===== src/core/gpp_pkg.sv =====
package gpp_pkg;

    // ==================================================================
    // widths
    localparam int          PIN_COUNT      = 8;
    localparam int          ADR_WIDTH      = 12;
    localparam int          DAT_WIDTH      = 32;
    localparam int          SEL_WIDTH      = 4;
    localparam int          MASK_LSB       = 2;
    localparam int          MASK_MSB       = 9;
    localparam int          IDENT_COUNT    = 12;

    // ==================================================================
    // register offsets (byte addresses)
    localparam logic [11:0] OFS_DATA       = 12'h000;
    localparam logic [11:0] OFS_DIR        = 12'h400;
    localparam logic [11:0] OFS_SENSE      = 12'h404;
    localparam logic [11:0] OFS_BOTH       = 12'h408;
    localparam logic [11:0] OFS_POL        = 12'h40C;
    localparam logic [11:0] OFS_IM         = 12'h410;
    localparam logic [11:0] OFS_RIS        = 12'h414;
    localparam logic [11:0] OFS_MIS        = 12'h418;
    localparam logic [11:0] OFS_ICR        = 12'h41C;
    localparam logic [11:0] OFS_AFSEL      = 12'h420;
    localparam logic [11:0] OFS_DR2        = 12'h500;
    localparam logic [11:0] OFS_DR4        = 12'h504;
    localparam logic [11:0] OFS_DR8        = 12'h508;
    localparam logic [11:0] OFS_ODR        = 12'h50C;
    localparam logic [11:0] OFS_PUR        = 12'h510;
    localparam logic [11:0] OFS_PDR        = 12'h514;
    localparam logic [11:0] OFS_SLR        = 12'h518;
    localparam logic [11:0] OFS_DEN        = 12'h51C;
    localparam logic [11:0] OFS_IDENT      = 12'hFD0;

    // ==================================================================
    // reset values
    localparam logic [7:0]  RST_ZERO       = 8'h00;
    localparam logic [7:0]  RST_DR2        = 8'hFF;
    localparam logic [7:0]  RST_PUR        = 8'hFF;
    localparam logic [7:0]  RST_DEN        = 8'hFF;
    localparam logic [7:0]  AFSEL_PORT_B   = 8'h80;
    localparam logic [7:0]  AFSEL_PORT_C   = 8'h0F;

    // ==================================================================
    // carriers
    typedef struct packed {
        logic [PIN_COUNT-1:0] pull_up_select;
        logic [PIN_COUNT-1:0] pull_down_select;
        logic [PIN_COUNT-1:0] drive_low_select;
        logic [PIN_COUNT-1:0] drive_mid_select;
        logic [PIN_COUNT-1:0] drive_high_select;
        logic [PIN_COUNT-1:0] open_drain_select;
        logic [PIN_COUNT-1:0] slew_control_select;
        logic [PIN_COUNT-1:0] digital_input_enable;
    } gpp_pad_type;

    typedef struct packed {
        logic [PIN_COUNT-1:0] irq_sense_select;
        logic [PIN_COUNT-1:0] irq_both_edges;
        logic [PIN_COUNT-1:0] irq_polarity;
    } gpp_irq_cfg_type;

endpackage : gpp_pkg


===== src/core/gpp_irq_detect.sv =====
module gpp_irq_detect (
    input  wire logic                      clk,
    input  wire logic                      resetn,
    input  wire logic [gpp_pkg::PIN_COUNT-1:0] pin_level,
    input  wire gpp_pkg::gpp_irq_cfg_type  cfg,
    input  wire logic [gpp_pkg::PIN_COUNT-1:0] clear_pulse,
    output logic      [gpp_pkg::PIN_COUNT-1:0] raw_irq_status
);
    import gpp_pkg::*;

    // ==================================================================
    // edge history
    logic [PIN_COUNT-1:0] prev_reg;
    logic                 primed_reg;
    logic [PIN_COUNT-1:0] rise;
    logic [PIN_COUNT-1:0] fall;
    logic [PIN_COUNT-1:0] edge_hit;
    logic [PIN_COUNT-1:0] level_hit;
    logic [PIN_COUNT-1:0] raw_reg;
    logic [PIN_COUNT-1:0] raw_next;

    // first cycle after reset has no history, so no edge is reported
    always_ff @(posedge clk or negedge resetn) begin
        if (!resetn) begin
            prev_reg   <= RST_ZERO;
            primed_reg <= 1'b0;
        end else begin
            prev_reg   <= pin_level;
            primed_reg <= 1'b1;
        end
    end

    always_comb begin
        rise      = pin_level & ~prev_reg & {PIN_COUNT{primed_reg}};
        fall      = ~pin_level & prev_reg & {PIN_COUNT{primed_reg}};
        level_hit = (pin_level & cfg.irq_polarity) | (~pin_level & ~cfg.irq_polarity);
        edge_hit  = (cfg.irq_both_edges & (rise | fall))
                  | (~cfg.irq_both_edges & cfg.irq_polarity & rise)
                  | (~cfg.irq_both_edges & ~cfg.irq_polarity & fall);
        // level pins follow the match; edge pins latch and a new edge beats the clear
        raw_next  = (cfg.irq_sense_select & level_hit)
                  | (~cfg.irq_sense_select & (edge_hit | (raw_reg & ~clear_pulse)));
    end

    always_ff @(posedge clk or negedge resetn) begin
        if (!resetn) begin
            raw_reg <= RST_ZERO;
        end else begin
            raw_reg <= raw_next;
        end
    end

    assign raw_irq_status = raw_reg;

endmodule : gpp_irq_detect


===== src/core/gpp_port.sv =====
module gpp_port #(
    // one instance per port, debug pins differ per port
    parameter logic [7:0]  AFSEL_RESET  = gpp_pkg::RST_ZERO,
    // arbitrary neutral identification bytes, lowest offset last
    parameter logic [95:0] IDENT_VALUES = 96'h00_00_00_00_5A_3C_11_22_0A_0B_0C_0D
) (
    input  wire logic                          clk,
    input  wire logic                          resetn,
    input  wire logic                          wb_cyc_i,
    input  wire logic                          wb_stb_i,
    input  wire logic                          wb_we_i,
    input  wire logic [gpp_pkg::ADR_WIDTH-1:0] wb_adr_i,
    input  wire logic [gpp_pkg::SEL_WIDTH-1:0] wb_sel_i,
    input  wire logic [gpp_pkg::DAT_WIDTH-1:0] wb_dat_i,
    output logic      [gpp_pkg::DAT_WIDTH-1:0] wb_dat_o,
    output logic                               wb_ack_o,
    input  wire logic [gpp_pkg::PIN_COUNT-1:0] pin_in,
    output logic      [gpp_pkg::PIN_COUNT-1:0] pin_out,
    output logic      [gpp_pkg::PIN_COUNT-1:0] pin_oe,
    input  wire logic [gpp_pkg::PIN_COUNT-1:0] alt_out,
    input  wire logic [gpp_pkg::PIN_COUNT-1:0] alt_oe,
    output logic      [gpp_pkg::PIN_COUNT-1:0] alt_in,
    output gpp_pkg::gpp_pad_type               pad_cfg,
    output logic                               irq
);
    import gpp_pkg::*;

    // ==================================================================
    // helpers
    function automatic logic [PIN_COUNT-1:0] adr_mask(input logic [ADR_WIDTH-1:0] adr);
        adr_mask = adr[MASK_MSB:MASK_LSB];
    endfunction : adr_mask

    function automatic logic [PIN_COUNT-1:0] masked_update(
        input logic [PIN_COUNT-1:0] old_val,
        input logic [PIN_COUNT-1:0] new_val,
        input logic [PIN_COUNT-1:0] mask
    );
        masked_update = (old_val & ~mask) | (new_val & mask);
    endfunction : masked_update

    // ==================================================================
    // registers
    logic [PIN_COUNT-1:0] port_data_reg;
    logic [PIN_COUNT-1:0] pin_direction_reg;
    logic [PIN_COUNT-1:0] irq_enable_mask_reg;
    logic [PIN_COUNT-1:0] alt_function_select_reg;
    gpp_irq_cfg_type      irq_cfg_reg;
    gpp_pad_type          pad_reg;
    gpp_pad_type          pad_out_reg;
    gpp_pad_type          pad_out_next;
    logic                 ack_reg;
    logic [DAT_WIDTH-1:0] rdata_reg;
    logic [DAT_WIDTH-1:0] rdata_next;
    logic [PIN_COUNT-1:0] pin_out_reg;
    logic [PIN_COUNT-1:0] pin_oe_reg;
    logic [PIN_COUNT-1:0] pin_out_next;
    logic [PIN_COUNT-1:0] pin_oe_next;
    logic [PIN_COUNT-1:0] alt_in_reg;
    logic                 irq_reg;

    // ==================================================================
    // bus decode
    logic                 bus_req;
    logic                 wr_en;
    logic                 data_hit;
    logic [PIN_COUNT-1:0] wr_val;
    logic [PIN_COUNT-1:0] wr_mask;
    logic [PIN_COUNT-1:0] irq_clear;
    logic [PIN_COUNT-1:0] pin_sampled;
    logic [PIN_COUNT-1:0] sw_out;
    logic [PIN_COUNT-1:0] raw_irq_status;
    logic [PIN_COUNT-1:0] masked_irq_status;
    logic [PIN_COUNT-1:0] ident_byte;
    logic [ADR_WIDTH-1:0] ident_ofs;
    logic [3:0]           ident_idx;

    assign bus_req  = wb_cyc_i & wb_stb_i;
    // writes land on the edge that samples ack, as the master expects
    assign wr_en    = bus_req & wb_we_i & ack_reg & wb_sel_i[0];
    assign data_hit = (wb_adr_i < OFS_DIR);
    assign wr_val   = wb_dat_i[PIN_COUNT-1:0];
    assign wr_mask  = adr_mask(wb_adr_i);
    assign irq_clear = (wr_en && wb_adr_i == OFS_ICR) ? wr_val : RST_ZERO;

    // input enable gates what the port and peripherals see
    assign pin_sampled = pin_in & pad_reg.digital_input_enable;
    assign sw_out      = pin_direction_reg & ~alt_function_select_reg;
    assign masked_irq_status = raw_irq_status & irq_enable_mask_reg;

    // ==================================================================
    // interrupt detection
    gpp_irq_detect u_detect (
        .clk            (clk),
        .resetn         (resetn),
        .pin_level      (pin_sampled),
        .cfg            (irq_cfg_reg),
        .clear_pulse    (irq_clear),
        .raw_irq_status (raw_irq_status)
    );

    // ==================================================================
    // bus handshake: ack one cycle after the request, dropped the next
    always_ff @(posedge clk or negedge resetn) begin
        if (!resetn) begin
            ack_reg <= 1'b0;
        end else begin
            ack_reg <= bus_req & ~ack_reg;
        end
    end

    always_ff @(posedge clk or negedge resetn) begin
        if (!resetn) begin
            rdata_reg <= '0;
        end else if (bus_req && !ack_reg && !wb_we_i) begin
            rdata_reg <= rdata_next;
        end
    end

    // ==================================================================
    // data register
    always_ff @(posedge clk or negedge resetn) begin
        if (!resetn) begin
            port_data_reg <= RST_ZERO;
        end else if (wr_en && data_hit) begin
            port_data_reg <= masked_update(port_data_reg, wr_val, wr_mask);
        end
    end

    // ==================================================================
    // direction and mode
    always_ff @(posedge clk or negedge resetn) begin
        if (!resetn) begin
            pin_direction_reg <= RST_ZERO;
        end else if (wr_en && wb_adr_i == OFS_DIR) begin
            pin_direction_reg <= wr_val;
        end
    end

    always_ff @(posedge clk or negedge resetn) begin
        if (!resetn) begin
            alt_function_select_reg <= AFSEL_RESET;
        end else if (wr_en && wb_adr_i == OFS_AFSEL) begin
            alt_function_select_reg <= wr_val;
        end
    end

    // ==================================================================
    // interrupt configuration
    // changing these while a pin is unmasked may raise a spurious event
    always_ff @(posedge clk or negedge resetn) begin
        if (!resetn) begin
            irq_cfg_reg <= '0;
        end else if (wr_en) begin
            if (wb_adr_i == OFS_SENSE) begin
                irq_cfg_reg.irq_sense_select <= wr_val;
            end
            if (wb_adr_i == OFS_BOTH) begin
                irq_cfg_reg.irq_both_edges <= wr_val;
            end
            if (wb_adr_i == OFS_POL) begin
                irq_cfg_reg.irq_polarity <= wr_val;
            end
        end
    end

    always_ff @(posedge clk or negedge resetn) begin
        if (!resetn) begin
            irq_enable_mask_reg <= RST_ZERO;
        end else if (wr_en && wb_adr_i == OFS_IM) begin
            irq_enable_mask_reg <= wr_val;
        end
    end

    always_ff @(posedge clk or negedge resetn) begin
        if (!resetn) begin
            irq_reg <= 1'b0;
        end else begin
            irq_reg <= |masked_irq_status;
        end
    end

    // ==================================================================
    // pad configuration
    // a drive strength bit set in one select is cleared in the other two
    always_ff @(posedge clk or negedge resetn) begin
        if (!resetn) begin
            pad_reg.drive_low_select  <= RST_DR2;
            pad_reg.drive_mid_select  <= RST_ZERO;
            pad_reg.drive_high_select <= RST_ZERO;
        end else if (wr_en) begin
            if (wb_adr_i == OFS_DR2) begin
                pad_reg.drive_low_select  <= wr_val;
                pad_reg.drive_mid_select  <= pad_reg.drive_mid_select & ~wr_val;
                pad_reg.drive_high_select <= pad_reg.drive_high_select & ~wr_val;
            end
            if (wb_adr_i == OFS_DR4) begin
                pad_reg.drive_mid_select  <= wr_val;
                pad_reg.drive_low_select  <= pad_reg.drive_low_select & ~wr_val;
                pad_reg.drive_high_select <= pad_reg.drive_high_select & ~wr_val;
            end
            if (wb_adr_i == OFS_DR8) begin
                pad_reg.drive_high_select <= wr_val;
                pad_reg.drive_low_select  <= pad_reg.drive_low_select & ~wr_val;
                pad_reg.drive_mid_select  <= pad_reg.drive_mid_select & ~wr_val;
            end
        end
    end

    always_ff @(posedge clk or negedge resetn) begin
        if (!resetn) begin
            pad_reg.open_drain_select    <= RST_ZERO;
            pad_reg.pull_up_select       <= RST_PUR;
            pad_reg.pull_down_select     <= RST_ZERO;
            pad_reg.slew_control_select  <= RST_ZERO;
            pad_reg.digital_input_enable <= RST_DEN;
        end else if (wr_en) begin
            if (wb_adr_i == OFS_ODR) begin
                pad_reg.open_drain_select <= wr_val;
            end
            if (wb_adr_i == OFS_PUR) begin
                pad_reg.pull_up_select <= wr_val;
            end
            if (wb_adr_i == OFS_PDR) begin
                pad_reg.pull_down_select <= wr_val;
            end
            if (wb_adr_i == OFS_SLR) begin
                pad_reg.slew_control_select <= wr_val;
            end
            if (wb_adr_i == OFS_DEN) begin
                pad_reg.digital_input_enable <= wr_val;
            end
        end
    end

    // ==================================================================
    // pin drive
    // open drain only ever pulls low; a high is left to the pull-up
    always_comb begin
        pin_out_next = (alt_function_select_reg & alt_out)
                     | (~alt_function_select_reg & port_data_reg);
        pin_oe_next  = (alt_function_select_reg & alt_oe)
                     | sw_out;
        pin_oe_next  = (~pad_reg.open_drain_select & pin_oe_next)
                     | (pad_reg.open_drain_select & pin_oe_next & ~pin_out_next);
        pin_out_next = pin_out_next & ~pad_reg.open_drain_select;
    end

    always_ff @(posedge clk or negedge resetn) begin
        if (!resetn) begin
            pin_out_reg <= RST_ZERO;
            pin_oe_reg  <= RST_ZERO;
        end else begin
            pin_out_reg <= pin_out_next;
            pin_oe_reg  <= pin_oe_next;
        end
    end

    // peripherals only see pins handed to them
    always_ff @(posedge clk or negedge resetn) begin
        if (!resetn) begin
            alt_in_reg <= RST_ZERO;
        end else begin
            alt_in_reg <= pin_sampled & alt_function_select_reg;
        end
    end

    // ==================================================================
    // read mux
    assign ident_ofs = wb_adr_i - OFS_IDENT;
    assign ident_idx = ident_ofs[5:2];

    always_comb begin
        ident_byte = IDENT_VALUES[ident_idx*8 +: 8];
        rdata_next = '0;
        if (data_hit) begin
            // output pins not handed to a peripheral return what was written, others the pin level
            rdata_next[PIN_COUNT-1:0] = ((sw_out & port_data_reg)
                                      | (~sw_out & pin_sampled)) & wr_mask;
        end else if (wb_adr_i >= OFS_IDENT) begin
            rdata_next[PIN_COUNT-1:0] = ident_byte;
        end else begin
            unique case (wb_adr_i)
                OFS_DIR:   rdata_next[PIN_COUNT-1:0] = pin_direction_reg;
                OFS_SENSE: rdata_next[PIN_COUNT-1:0] = irq_cfg_reg.irq_sense_select;
                OFS_BOTH:  rdata_next[PIN_COUNT-1:0] = irq_cfg_reg.irq_both_edges;
                OFS_POL:   rdata_next[PIN_COUNT-1:0] = irq_cfg_reg.irq_polarity;
                OFS_IM:    rdata_next[PIN_COUNT-1:0] = irq_enable_mask_reg;
                OFS_RIS:   rdata_next[PIN_COUNT-1:0] = raw_irq_status;
                OFS_MIS:   rdata_next[PIN_COUNT-1:0] = masked_irq_status;
                OFS_AFSEL: rdata_next[PIN_COUNT-1:0] = alt_function_select_reg;
                OFS_DR2:   rdata_next[PIN_COUNT-1:0] = pad_reg.drive_low_select;
                OFS_DR4:   rdata_next[PIN_COUNT-1:0] = pad_reg.drive_mid_select;
                OFS_DR8:   rdata_next[PIN_COUNT-1:0] = pad_reg.drive_high_select;
                OFS_ODR:   rdata_next[PIN_COUNT-1:0] = pad_reg.open_drain_select;
                OFS_PUR:   rdata_next[PIN_COUNT-1:0] = pad_reg.pull_up_select;
                OFS_PDR:   rdata_next[PIN_COUNT-1:0] = pad_reg.pull_down_select;
                OFS_SLR:   rdata_next[PIN_COUNT-1:0] = pad_reg.slew_control_select;
                OFS_DEN:   rdata_next[PIN_COUNT-1:0] = pad_reg.digital_input_enable;
                // unmapped and write-only locations read as zero
                default:   rdata_next = '0;
            endcase
        end
    end

    // ==================================================================
    // outputs
    assign wb_ack_o = ack_reg;
    assign wb_dat_o = rdata_reg;
    assign pin_out  = pin_out_reg;
    assign pin_oe   = pin_oe_reg;
    assign alt_in   = alt_in_reg;
    assign irq      = irq_reg;
    assign pad_cfg  = pad_out_reg;

    // slew control only takes effect on pins set to the strongest drive
    always_comb begin
        pad_out_next                     = pad_reg;
        pad_out_next.slew_control_select = pad_reg.slew_control_select
                                         & pad_reg.drive_high_select;
    end

    // registered so the pads never see a gating glitch
    always_ff @(posedge clk or negedge resetn) begin
        if (!resetn) begin
            pad_out_reg <= '{pull_up_select: RST_PUR, drive_low_select: RST_DR2,
                             digital_input_enable: RST_DEN, default: RST_ZERO};
        end else begin
            pad_out_reg <= pad_out_next;
        end
    end

endmodule : gpp_port


===== config.mk =====
export PLATFORM = sky130hd
export DESIGN_NAME = gpp_port
export DESIGN_NICKNAME = d
export VERILOG_FILES = /design/src/core/gpp_pkg.sv /design/src/core/gpp_irq_detect.sv /design/src/core/gpp_port.sv
export SDC_FILE = /design/constraint.sdc
export NUM_CORES = 1
export LEC_CHECK = 0
export ABC_AREA = 1
export BUFFER_PORTS_ARGS = -buffer_cell sky130_fd_sc_hd__buf_2
export CORE_MARGIN = 3
export CORE_UTILIZATION = 40
export DETAILED_ROUTE_END_ITERATION = 10
export GPL_ROUTABILITY_DRIVEN = 0
export PLACE_DENSITY_LB_ADDON = 0.2
export SKIP_CTS_REPAIR_TIMING = 1
export SYNTH_ARGS = -nofsm -noshare
export SYNTH_HDL_FRONTEND = slang
export SYNTH_SLANG_ARGS = --single-unit

===== constraint.sdc =====
create_clock -name clk -period 1.5 [get_ports clk]
set_input_delay 0.225 -clock clk [delete_from_list [all_inputs] [get_ports clk]]
set_output_delay 0.225 -clock clk [all_outputs]
set_load 0.02 [all_outputs]

== Word-level counts from Yosys, hierarchy flattened ==
Cells that the tools add are included.

* Order comparisons: 2
* Reduce and logical (&&, ||, !) cells: 20
* Shift-type cells: 1
* Muxes and demuxes: 7
* $add $sub $neg: 1
* Equality and inequality tests: 17
* Bitwise operators: 63

{| class="wikitable"
|+ Operator list
! operator !! count
|-
| 8-bit bitwise AND || 34
|-
| 12-bit by 11-bit equality test with 1-bit output (second input constant) || 17
|-
| 8-bit case mux with 16 select lines || 1
|-
| 8-bit NOT || 12
|-
| 96-bit by 8-bit indexed part select with 8-bit output (first input constant) || 1
|-
| 8-bit bitwise OR || 11
|-
| 24-bit two-way mux || 3
|-
| 8-bit two-way mux || 3
|-
| 2-bit AND reduction || 9
|-
| 12-bit greater-or-equal comparator (second input constant) || 1
|-
| 12-bit by 11-bit < comparator with 1-bit output (second input constant) || 1
|-
| 8-bit OR reduction || 1
|-
| 1-bit logical AND || 7
|-
| 6-bit by 5-bit subtractor with 6-bit output (second input constant) || 1
|-
| 1-bit bitwise AND || 5
|-
| 3-bit nonzero test || 1
|-
| 1-bit logical NOT || 2
|-
| 1-bit NOT || 1
|}

* Input port bits: 77
* Register bits after elaboration: 235
* Output and inout port bits: 122

== Depth between registers and ports, before layout ==
Gate-level depths: netlist (run 1).

* Depth in word-level cells: 11
* Mapped depth: 15
* Mapped depth without buffers: 13

== By module ==
From an unflattened synthesis (run 1), not the netlist that was laid out.

* Cells, all modules: 1316
* Area, all modules: 10882.9 µm²

{| class="wikitable"
|+ Modules (own cells, without submodules)
! module !! area an instance (µm²) !! times used !! cells each !! sequential area each (µm²)
|-
| gpp_port || 9875.7 || 1 || 1161 || 5515.3
|-
| gpp_irq_detect || 1007.2 || 1 || 155 || 425.4
|}

== Worst setup path before layout (run 1) ==
No wires, ideal clock.

* Path kind: input -> register
* From: in wb_adr_i[4] (netlist name)
* To: reg pad_reg (netlist bit pad_out_next[29])
* Data required time: 1.426 ns
* Setup slack: -0.459 ns
* Arrival: 1.885 ns
* Cell stages on the path: 15
* Setup time: 0.074 ns
* Path through: clkbuf_1 > inv_1 > ha_1 > nand2_2 > inv_1 > nand2_1 > nor2_4 > nor2_2 > nand2_2 > nand2_2 > inv_4 > nand2_4 > buf_6 > nand3_2 > o21ai_2

* Cells in the longest elaborated chain, start to end: 3
* Elaborated cells on any way between the ends: 7
* Classes of those cells: eq/ne (3); mux (2); reduce/logical (2)

{| class="wikitable"
|+ RTL lines
! what !! RTL line !! RTL
|-
| start, declared || gpp_port.sv:12 || <nowiki>input wire logic [gpp_pkg::ADR_WIDTH-1:0] wb_adr_i,</nowiki>
|-
| 12-bit by 11-bit equality test with 1-bit output (on tied branches) || gpp_port.sv:192, gpp_port.sv:197, gpp_port.sv:202 ||
|-
| 3-bit nonzero test (no line) or 24-bit two-way mux (tied branches) || - ||
|-
| 2-bit AND reduction (no line) or 24-bit two-way mux (tied branches) || - ||
|-
| end, declared || gpp_port.sv:49 || <nowiki>gpp_pad_type pad_reg;</nowiki>
|}

Parallel ways exist; a longest one is shown, timed or not.
A chain may end at the register's enable or synchronous reset.

== Final worst setup path (run 1) ==
* From: reg ack_reg, in the netlist wb_ack_o
* To: reg pin_direction_reg[7]

* Cells in the longest elaborated chain, start to end: 3

{| class="wikitable"
|+ RTL lines
! what !! RTL line !! RTL
|-
| start, declared || gpp_port.sv:52 || <nowiki>logic ack_reg;</nowiki>
|-
| start signal, assigned || gpp_port.sv:108 || <nowiki>ack_reg <= bus_req & ~ack_reg;</nowiki>
|-
| 1-bit bitwise AND (2 in a row) || gpp_port.sv:80 || <nowiki>assign wr_en = bus_req & wb_we_i & ack_reg & wb_sel_i[0];</nowiki>
|-
| 1-bit logical AND || gpp_port.sv:135 || <nowiki>end else if (wr_en && wb_adr_i == OFS_DIR) begin</nowiki>
|-
| end signal, assigned || gpp_port.sv:136 || <nowiki>pin_direction_reg <= wr_val;</nowiki>
|-
| end, declared || gpp_port.sv:45 || <nowiki>logic [PIN_COUNT-1:0] pin_direction_reg;</nowiki>
|}

Every way passes these cells.

==> results of run 1 <==
through the flow:
step	area [um2]	power, mW	std cells
after detailed placement	12400	7.44	1762
after CTS	13300	13.9	1808
after global routing	13700	14.3	1817
after floorplan	10500	6.95	1203
after global placement	12400	7.43	1762
final	13700	13.9	1817
cell families (layout without fill, tap and decap cells):
kind of cell | Yosys count | after routing
XOR/XNOR | 5 | 5
multiplexers | 7 | 7
buffers and inverters | 148 | 438
AND/OR/NAND/NOR | 569 | 569
other | 2 | 25
AO/OA/AOI/OAI | 205 | 205
adder cells (fa/ha/maj) | 9 | 9
flip-flops | 235 | 235
power groups by stage:
| stage | registers (mW) | clock network, mW | logic (mW) |
|---|---|---|---|
| 6_report | 6.49 | 6.50 | 0.873 |
| 5_1_grt | 6.49 | 6.87 | 0.949 |
| 4_1_cts | 6.48 | 6.60 | 0.850 |
| 3_5_place_dp | 6.59 | 0 | 0.849 |
| 3_3_place_gp | 6.59 | 0 | 0.839 |
| 2_1_floorplan | 6.64 | 0 | 0.310 |
cells in the final DEF, fill, tap and decap left out, types with 9 or more instances in the layout:
cell       instances
buf_6             16
o21ai_1           39
inv_1             91
dfrtp_1          186
conb_1            25
clkbuf_16         25
a31oi_1           11
nand2_1          347
nand3_1           43
nor2_4            10
nor2_1           100
nand2_2           37
buf_12             9
dfstp_2           48
a21oi_1           25
o21ai_2           27
buf_2            147
o21ai_0           85
buf_4            116
cell type report:
type,count,share of cell area (%)
timing repair buffer,293,14.8
clock buffer,35,5.05
sequential,235,43.3
inverter,99,2.84
clock inverter,11,1.22
multi-input combinational,820,29.8
tap,324,2.95
worst paths after layout:
kind	from	endpoint	slack, ns	cells past startpoint
max reg2reg	wb_ack_o	pin_direction_reg[7]	-0.06	9
min	alt_out[5]	pin_out[5]	-0.03	3
min reg2reg	pad_out_next[56]	pad_cfg[56]	0.38	0
max in group asynchronous	resetn	pad_cfg[61]	0.61	3
min in group asynchronous	resetn	pad_cfg[9]	0.23	2
max	wb_ack_o	pin_direction_reg[7]	-0.06	9
per-layer routing:
layer	part of all wire [%]	vias to the layer above	track usage, %
met4	3.7	0	8.72
met3	7.6	73	3.14
met2	46	390	36.9
li1	-	4342	-
met1	43	4405	34.0
met5	0	-	0
worst max-delay path, cell delays in order, from the launching register on:
cell and delay (ns):
dfrtp_1 0.35, inv_1 0.06, nor2_2 0.13, nand3_4 0.13, nor2_4 0.19, buf_8 0.18, nand2_4 0.08, buf_4 0.16
nand2_1 0.05, o21ai_0 0.08
==> results.json, run 1 <==
{
  "failed_checks": "hold timing, setup timing",
  "synth_top_area_share_pct": 45.6,
  "p_leak_nw": 7.23,
  "synth_compound_area_share_pct": 10.9,
  "yosysSeqAreaShare_pct": 57.9,
  "finalWorstSetupSlack_ns": -0.0637,
  "ys.flop_type": "dfrtp_1",
  "async_reset_ff_share_pct": 100,
  "finalHoldViolations": 4,
  "fin_crit_sh_pct": 104,
  "synth_cell_types": 37,
  "htree_levels": 1,
  "coreArea_um2": 24700,
  "io_pins": 199,
  "synth_xor_area_share_pct": 0.427,
  "clk-insertion-delay-late_ns": 0.54,
  "grt_max_degree": 59,
  "tightest_slew_ns": 0.560,
  "design.die.area_um2": 27600,
  "crit_required_ns": 1.90,
  "setup-violations-final": 40,
  "ant_nets": 0,
  "synthTopCellsByArea": "dfrtp_1, nand2_1, dfstp_2",
  "seq_area_um2": 5940,
  "first_pass_iters": 5,
  "drv_cap": 0,
  "synthSimpleGateAreaFrac_pct": 22.4,
  "clock_path_buffers": 3,
  "avgSynthCellArea_um2": 8.69,
  "synth_top_cell_by_area": "dfrtp_1",
  "critPathKind": "reg -> reg",
  "dpl.hpwl_um": 25300,
  "drt-initial-drc-count": 902,
  "layout.nets": 1560,
  "slew_headroom_pct": 62.5,
  "cts_tree": "yes",
  "fmax_mhz": 639,
  "place_worst_setup_slack_ns": -0.427,
  "grt-ovfl-total": 0,
  "fin_crit_ns": 1.56,
  "synth_fa_ha_area_share_pct": 1.10,
  "area_delta_synth_final_pct": 33.8,
  "synth_top_family_by_area": "simple AND/OR/NAND/NOR gates",
  "vias": 9210,
  "p_per_area_nw_per_um2": 1010,
  "fill_cells": 2268,
  "row_count": 57,
  "fp.dieH_um": 166,
  "p_sw_mw": 3.23,
  "multi_input_area_um2": 4090,
  "final_core_util_pct": 55.4,
  "drv_slew": 0,
  "cts_made_buffers": 25,
  "dieWidth_um": 166,
  "syn_area_um2": 10300,
  "clkPwrFrac_pct": 46.9,
  "p_sw_share_pct": 23.3,
  "holdCritPathClass": "in -> reg",
  "timing.hold.ws_ns": -0.0344,
  "synth_most_common_cell": "nand2_1",
  "root_buffer": "clkbuf_16",
  "drive_gt1_share_pct": 32.8,
  "setup.worst_path.start_class": "flip-flop",
  "wl_um": 33900,
  "cp.arrival_ns": 1.96,
  "initial_core_util_pct": 41.5,
  "grt_antenna_before_repair": 0,
  "cp-end-kind": "flip-flop",
  "rsz0062_at_grt": "yes",
  "wl_per_cell_um": 18.7,
  "worstPathMaxFanout": 5,
  "ys_ff_latch": 235,
  "cts_num_sinks": 235,
  "fin_setup_tns_ns": -0.857,
  "synth_common_cells": "nand2_1, dfrtp_1, o21ai_0, nor2_1, inv_1",
  "ir_worst_vdd_v": 0.000762,
  "vias_per_cell": 5.07,
  "clock_skew_ns": 0.0118,
  "seqPwrFrac_pct": 46.8,
  "diodes": 0,
  "synth_edf_count": 0,
  "largest_reg_flops": 64,
  "synth_warnings": 0,
  "remaining_drc_errors": 0,
  "grt_pass1_wl_um": 51200,
  "clk_pin_slew_ns": 0.06,
  "combPwrFrac_pct": 6.3,
  "synthMuxAreaShare_pct": 0.683,
  "track_usage_pct": 23.7,
  "synthCells": 1180,
  "p_int_mw": 10.6,
  "grt_pass1_vias": 8688,
  "io_buffers": 147,
  "outcome": "complete, but fails checks"
}
Note: power is estimated with default switching activity, not from simulation.
==> inputs of run 2 (changes only) <==
==> constraint.sdc (replaced) <==
create_clock -name clk -period 1.5 [get_ports clk]
set_input_delay 0.45 -clock clk [delete_from_list [all_inputs] [get_ports clk]]
set_output_delay 0.45 -clock clk [all_outputs]
set_load 0.02 [all_outputs]
==> run 2 against run 1 <==
The flow finishes with violations (setup timing); design area increased by 7.0%; count of clock-buffer cells in the layout increased by 3; combinational power up 18%; worst setup slack worse by 0.059 ns; maximum frequency fell by 3.6%; critical path type is now reg -> out; via count increased by 0.33%; global-route usage increased by 0.053 points; critical path depth decreased by 7; sequential power is essentially flat; die area stayed put; total power increased by 1.4%.
==> results.json, run 2 (synthesized netlist as in run 1, its figures left out) <==
{
  "holdCritPathClass": "in -> reg",
  "p_int_mw": 10.8,
  "worstPathMaxFanout": 3,
  "largest_reg_flops": 64,
  "outcome": "complete, but fails checks",
  "root_buffer": "clkbuf_16",
  "slowest_delay_ns": 0.40,
  "track_usage_pct": 23.7,
  "clk_pin_slew_ns": 0.06,
  "finalHoldViolations": 0,
  "combPwrFrac_pct": 7.4,
  "area_delta_synth_final_pct": 43.1,
  "grt_pass1_wl_um": 51500,
  "path_cells": "buf_6 -> buf_6",
  "final_cells": 1822,
  "final_cell_mix": "nand2_1, dfrtp_1, buf_6",
  "critPathKind": "reg -> out",
  "fill_cells": 2105,
  "dieWidth_um": 166,
  "diodes": 0,
  "cp.arrival_ns": 1.17,
  "failed_checks": "setup timing",
  "drive_gt1_share_pct": 35.2,
  "fin_crit_ns": 1.62,
  "grt_max_degree": 57,
  "cts_tree": "yes",
  "first_pass_iters": 5,
  "crit_required_ns": 1.05,
  "row_count": 57,
  "ir_worst_vdd_v": 0.000645,
  "fin_crit_sh_pct": 108,
  "htree_levels": 1,
  "drv_cap": 0,
  "slowest_stage": "dfrtp_1",
  "wl_um": 34300,
  "grt_pass1_vias": 8796,
  "setup-violations-final": 114,
  "io_buffers": 147,
  "p_sw_mw": 3.28,
  "fp.dieH_um": 166,
  "drv_slew": 0,
  "wl_per_cell_um": 18.8,
  "mostFrequentLayoutCell": "nand2_1",
  "layout.nets": 1564,
  "ant_nets": 0,
  "p_sw_share_pct": 23.3,
  "remaining_drc_errors": 0,
  "clock_path_buffers": 3,
  "vias_per_cell": 5.07,
  "fmax_mhz": 616,
  "clock_skew_ns": 0.0154,
  "grt-ovfl-total": 0,
  "seqPwrFrac_pct": 46.2,
  "cts_made_buffers": 26,
  "finalWorstSetupSlack_ns": -0.123,
  "drt-initial-drc-count": 890,
  "design.die.area_um2": 27600,
  "cp-end-kind": "primary output",
  "clkPwrFrac_pct": 46.4,
  "p_leak_nw": 7.51,
  "io_pins": 199,
  "coreArea_um2": 24700,
  "rsz0062_at_grt": "yes",
  "p_per_area_nw_per_um2": 957,
  "place_worst_setup_slack_ns": -0.641,
  "dpl.hpwl_um": 25300,
  "clk-insertion-delay-late_ns": 0.52,
  "crit_top_cell": "buf_6",
  "setup.worst_path.start_class": "flip-flop",
  "vias": 9240,
  "initial_core_util_pct": 41.5,
  "grt_antenna_before_repair": 0,
  "place_inst": 1752,
  "cts_num_sinks": 235
}
-- run 2: routing by layer --
metal / wire (um) / global-route usage (%) / vias to the layer above
met2: 16100 / 38.1 / 385
met3: 2600 / 3.59 / 63
li1: - / - / 4348
met1: 14500 / 33.4 / 4444
met5: 0 / 0 / -
met4: 1080 / 7.49 / 0
-- run 2: cell type report --
type / count / area (um2) / area share [%]
flip-flops and latches: 235 / 5940 / 40.5
repair inverters: 1 / 11.3 / 0.0767
clock buffers: 38 / 777 / 5.29
well taps: 324 / 405 / 2.76
repair buffers: 295 / 2680 / 18.2
multi-input cells: 820 / 4330 / 29.5
clock inverters: 10 / 118 / 0.801
inverters: 99 / 419 / 2.85
-- run 2: critical path: cells and delay by family, from the launching register on --
kind | cells | cell delay [ns]
DFF | 1 | 0.40
buffers and inverters | 2 | 0.25
-- run 2: metrics by stage --
stage / instance area [um2] / total power [mW] / setup TNS, ns / utilization (%) / hold slack [ns]
6_report: 14700 / 14.0 / -6.61 / 59.3 / 0.181
3_5_place_dp: 12500 / 7.48 / -58.28 / 50.6 / 0.319
4_1_cts: 13400 / 14.0 / -18.02 / 54.2 / -0.234
2_1_floorplan: 10600 / 6.97 / -25.27 / - / 0.154
3_3_place_gp: 12500 / 7.47 / -53.51 / 50.6 / 0.316
5_1_grt: 14700 / 14.5 / -18.79 / 59.3 / 0.191
-- run 2: path summary, 6_finish.rpt --
check                      depth (start not counted)             start  slack [ns]                    endpoint
hold / removal                                     2       wb_adr_i[3]        0.18                   flip-flop
setup / recovery                                   2          wb_ack_o       -0.12                    wb_ack_o
min in group asynchronous                          2            resetn        0.38                  pad_cfg[9]
hold reg to reg                                    0  pad_out_next[41]        0.38                 pad_cfg[41]
max in group asynchronous                          3            resetn        0.51                 pad_cfg[43]
setup reg to reg                                   8          wb_ack_o       -0.11  u_detect.raw_irq_status[5]
-- run 2: power groups by stage --
| stage | clock (mW) | combinational (mW) | sequential, mW |
|---|---|---|---|
| 2_1_floorplan | 0 | 0.328 | 6.64 |
| 3_3_place_gp | 0 | 0.884 | 6.59 |
| 3_5_place_dp | 0 | 0.888 | 6.59 |
| 4_1_cts | 6.64 | 0.892 | 6.48 |
| 5_1_grt | 6.91 | 1.12 | 6.49 |
| 6_report | 6.52 | 1.03 | 6.49 |
==> inputs of run 3 (changes only) <==
--- a/config.mk
+++ b/config.mk
@@ -11,7 +11,7 @@
 export CORE_UTILIZATION = 40
 export DETAILED_ROUTE_END_ITERATION = 10
 export GPL_ROUTABILITY_DRIVEN = 0
-export PLACE_DENSITY_LB_ADDON = 0.2
+export PLACE_DENSITY = 0.64
 export SKIP_CTS_REPAIR_TIMING = 1
 export SYNTH_ARGS = -nofsm -noshare
 export SYNTH_HDL_FRONTEND = slang
==> run 3 against run 2 <==
The flow still finishes with violations (setup timing); sequential cell count did not move; utilization rose by 1.1 points; sequential share of layout area fell by 0.69 points; hold slack improved by 0.015 ns; global-route usage barely moved; largest power group is now registers; maximum frequency fell by 0.26%; routed wire length rose by 4.2%; design area rose by 1.8%; critical endpoint unchanged.
==> results.json, run 3 (synthesized netlist as in run 1, its figures left out) <==
{
  "diodes": 0,
  "drv_cap": 0,
  "p_per_area_nw_per_um2": 924,
  "place_worst_setup_slack_ns": -0.613,
  "drv_slew": 0,
  "track_usage_pct": 23.7,
  "ir_worst_vdd_v": 0.000710,
  "crit_required_ns": 1.05,
  "fin_setup_tns_ns": -5.80,
  "initial_core_util_pct": 41.5,
  "slowest_stage": "dfrtp_1",
  "seq_area_um2": 5940,
  "failed_checks": "setup timing",
  "path_cells": "buf_6 -> buf_6",
  "worstPathMaxFanout": 3,
  "setup.worst_path.start_class": "flip-flop",
  "outcome": "complete, but fails checks",
  "grt_pass1_vias": 8839,
  "crit_buf_inv": 2,
  "clock_path_buffers": 3,
  "worst-path-stages": 2,
  "reg2reg_from": "wb_ack_o",
  "worst_hold_startpoint": "alt_out[0]",
  "whs_path_depth": 3,
  "largest_reg_flops": 64,
  "grt-ovfl-total": 0,
  "holdCritPathClass": "in -> reg",
  "drt-initial-drc-count": 967,
  "final_core_util_pct": 60.4,
  "cp-startpoint": "wb_ack_o",
  "rsz0062_at_grt": "yes",
  "area_delta_synth_final_pct": 45.7,
  "cp-end-kind": "primary output",
  "ant_nets": 0,
  "slowest_delay_ns": 0.41,
  "clk-insertion-delay-late_ns": 0.52,
  "design.die.area_um2": 27600,
  "remaining_drc_errors": 0,
  "fin_crit_sh_pct": 108,
  "timing.hold.ws_ns": 0.196,
  "fill_cells": 2015,
  "wl_um": 35800,
  "grt_antenna_before_repair": 0,
  "cpLargestDelayFamily": "flip-flops",
  "vias_per_cell": 5.22,
  "dpl.hpwl_um": 25500,
  "cp.arrival_ns": 1.18,
  "cts_num_sinks": 235,
  "vias": 9479,
  "setup-violations-final": 91,
  "reg2reg_depth": 9,
  "p_leak_nw": 7.54,
  "io_buffers": 147,
  "final_cell_mix": "nand2_1, dfrtp_1, buf_6",
  "layout.nets": 1559,
  "mostFrequentLayoutCell": "nand2_1",
  "finalHoldViolations": 0,
  "io_pins": 199,
  "dieWidth_um": 166,
  "row_count": 57,
  "critPathKind": "reg -> out",
  "fin_crit_ns": 1.63,
  "final_cells": 1815,
  "fmax_mhz": 615,
  "root_buffer": "clkbuf_16",
  "grt_pass1_wl_um": 51500,
  "crit_top_cell": "buf_6",
  "coreArea_um2": 24700,
  "clock_skew_ns": 0.0147,
  "clk_pin_slew_ns": 0.06,
  "first_pass_iters": 7,
  "wl_per_cell_um": 19.7,
  "multi_input_area_um2": 4530,
  "cts_tree": "yes",
  "grt_max_degree": 61,
  "htree_levels": 1,
  "drive_gt1_share_pct": 37.3,
  "fp.dieH_um": 166,
  "place_inst": 1750,
  "cts_made_buffers": 25,
  "finalWorstSetupSlack_ns": -0.127
}
run 3: cell types whose count changed in the layout (fill, tap and decap cells not counted), moves of 6 or more:
cell	previous run	this run
o21ai_1	49	59
o21ai_0	83	62
o21ai_2	19	29
nand3_2	3	14
buf_12	12	22
nand2_1	341	330
nand2_4	20	26
nand3_1	43	31
buf_4	108	95
run 3: where the power goes:
part / total [mW] / leakage, nW / switching, mW / internal (mW)
clock network: 6.24 / 0.403 / 2.52 / 3.72
registers: 6.51 / 3.06 / 0.0833 / 6.42
logic: 1.06 / 4.08 / 0.644 / 0.420
total: 13.8 / 7.54 / 3.24 / 10.6
run 3: routing by layer:
metal / vias up / track usage [%] / wire length [um]
li1: 4336 / - / -
met1: 4594 / 32.6 / 14500
met2: 461 / 38.4 / 17200
met3: 88 / 3.67 / 2580
met4: 0 / 8.25 / 1500
met5: - / 0 / 0
run 3: layout make-up:
type                    count  area share [%]
flip-flops and latches    235            39.8
multi-input cells         821            30.3
inverters                  99            2.82
clock inverters             8           0.687
repair inverters            1           0.109
clock buffers              37            4.89
repair buffers            290            18.7
well taps                 324            2.71
run 3: path summary, 6_finish.rpt:
check / endpoint / slack [ns]
max: wb_ack_o / -0.13
min: pin_out[0] / 0.20
max reg2reg: irq_cfg_reg[4] / -0.11
min in group asynchronous: pad_cfg[14] / 0.37
min reg2reg: pad_cfg[44] / 0.38
max in group asynchronous: pad_cfg[46] / 0.46
run 3: worst min-delay path, delay by kind of cell:
| family | cells | cell delay [ns] |
|---|---|---|
| buf+inv | 1 | 0.07 |
| mux | 1 | 0.07 |
| simple gates | 1 | 0.08 |
run 3: through the flow:
step | power, mW | area (um2)
after detailed placement | 7.51 | 12600
after CTS | 13.7 | 13400
after floorplan | 6.97 | 10600
after global routing | 14.3 | 14900
after global placement | 7.49 | 12600
final | 13.8 | 14900
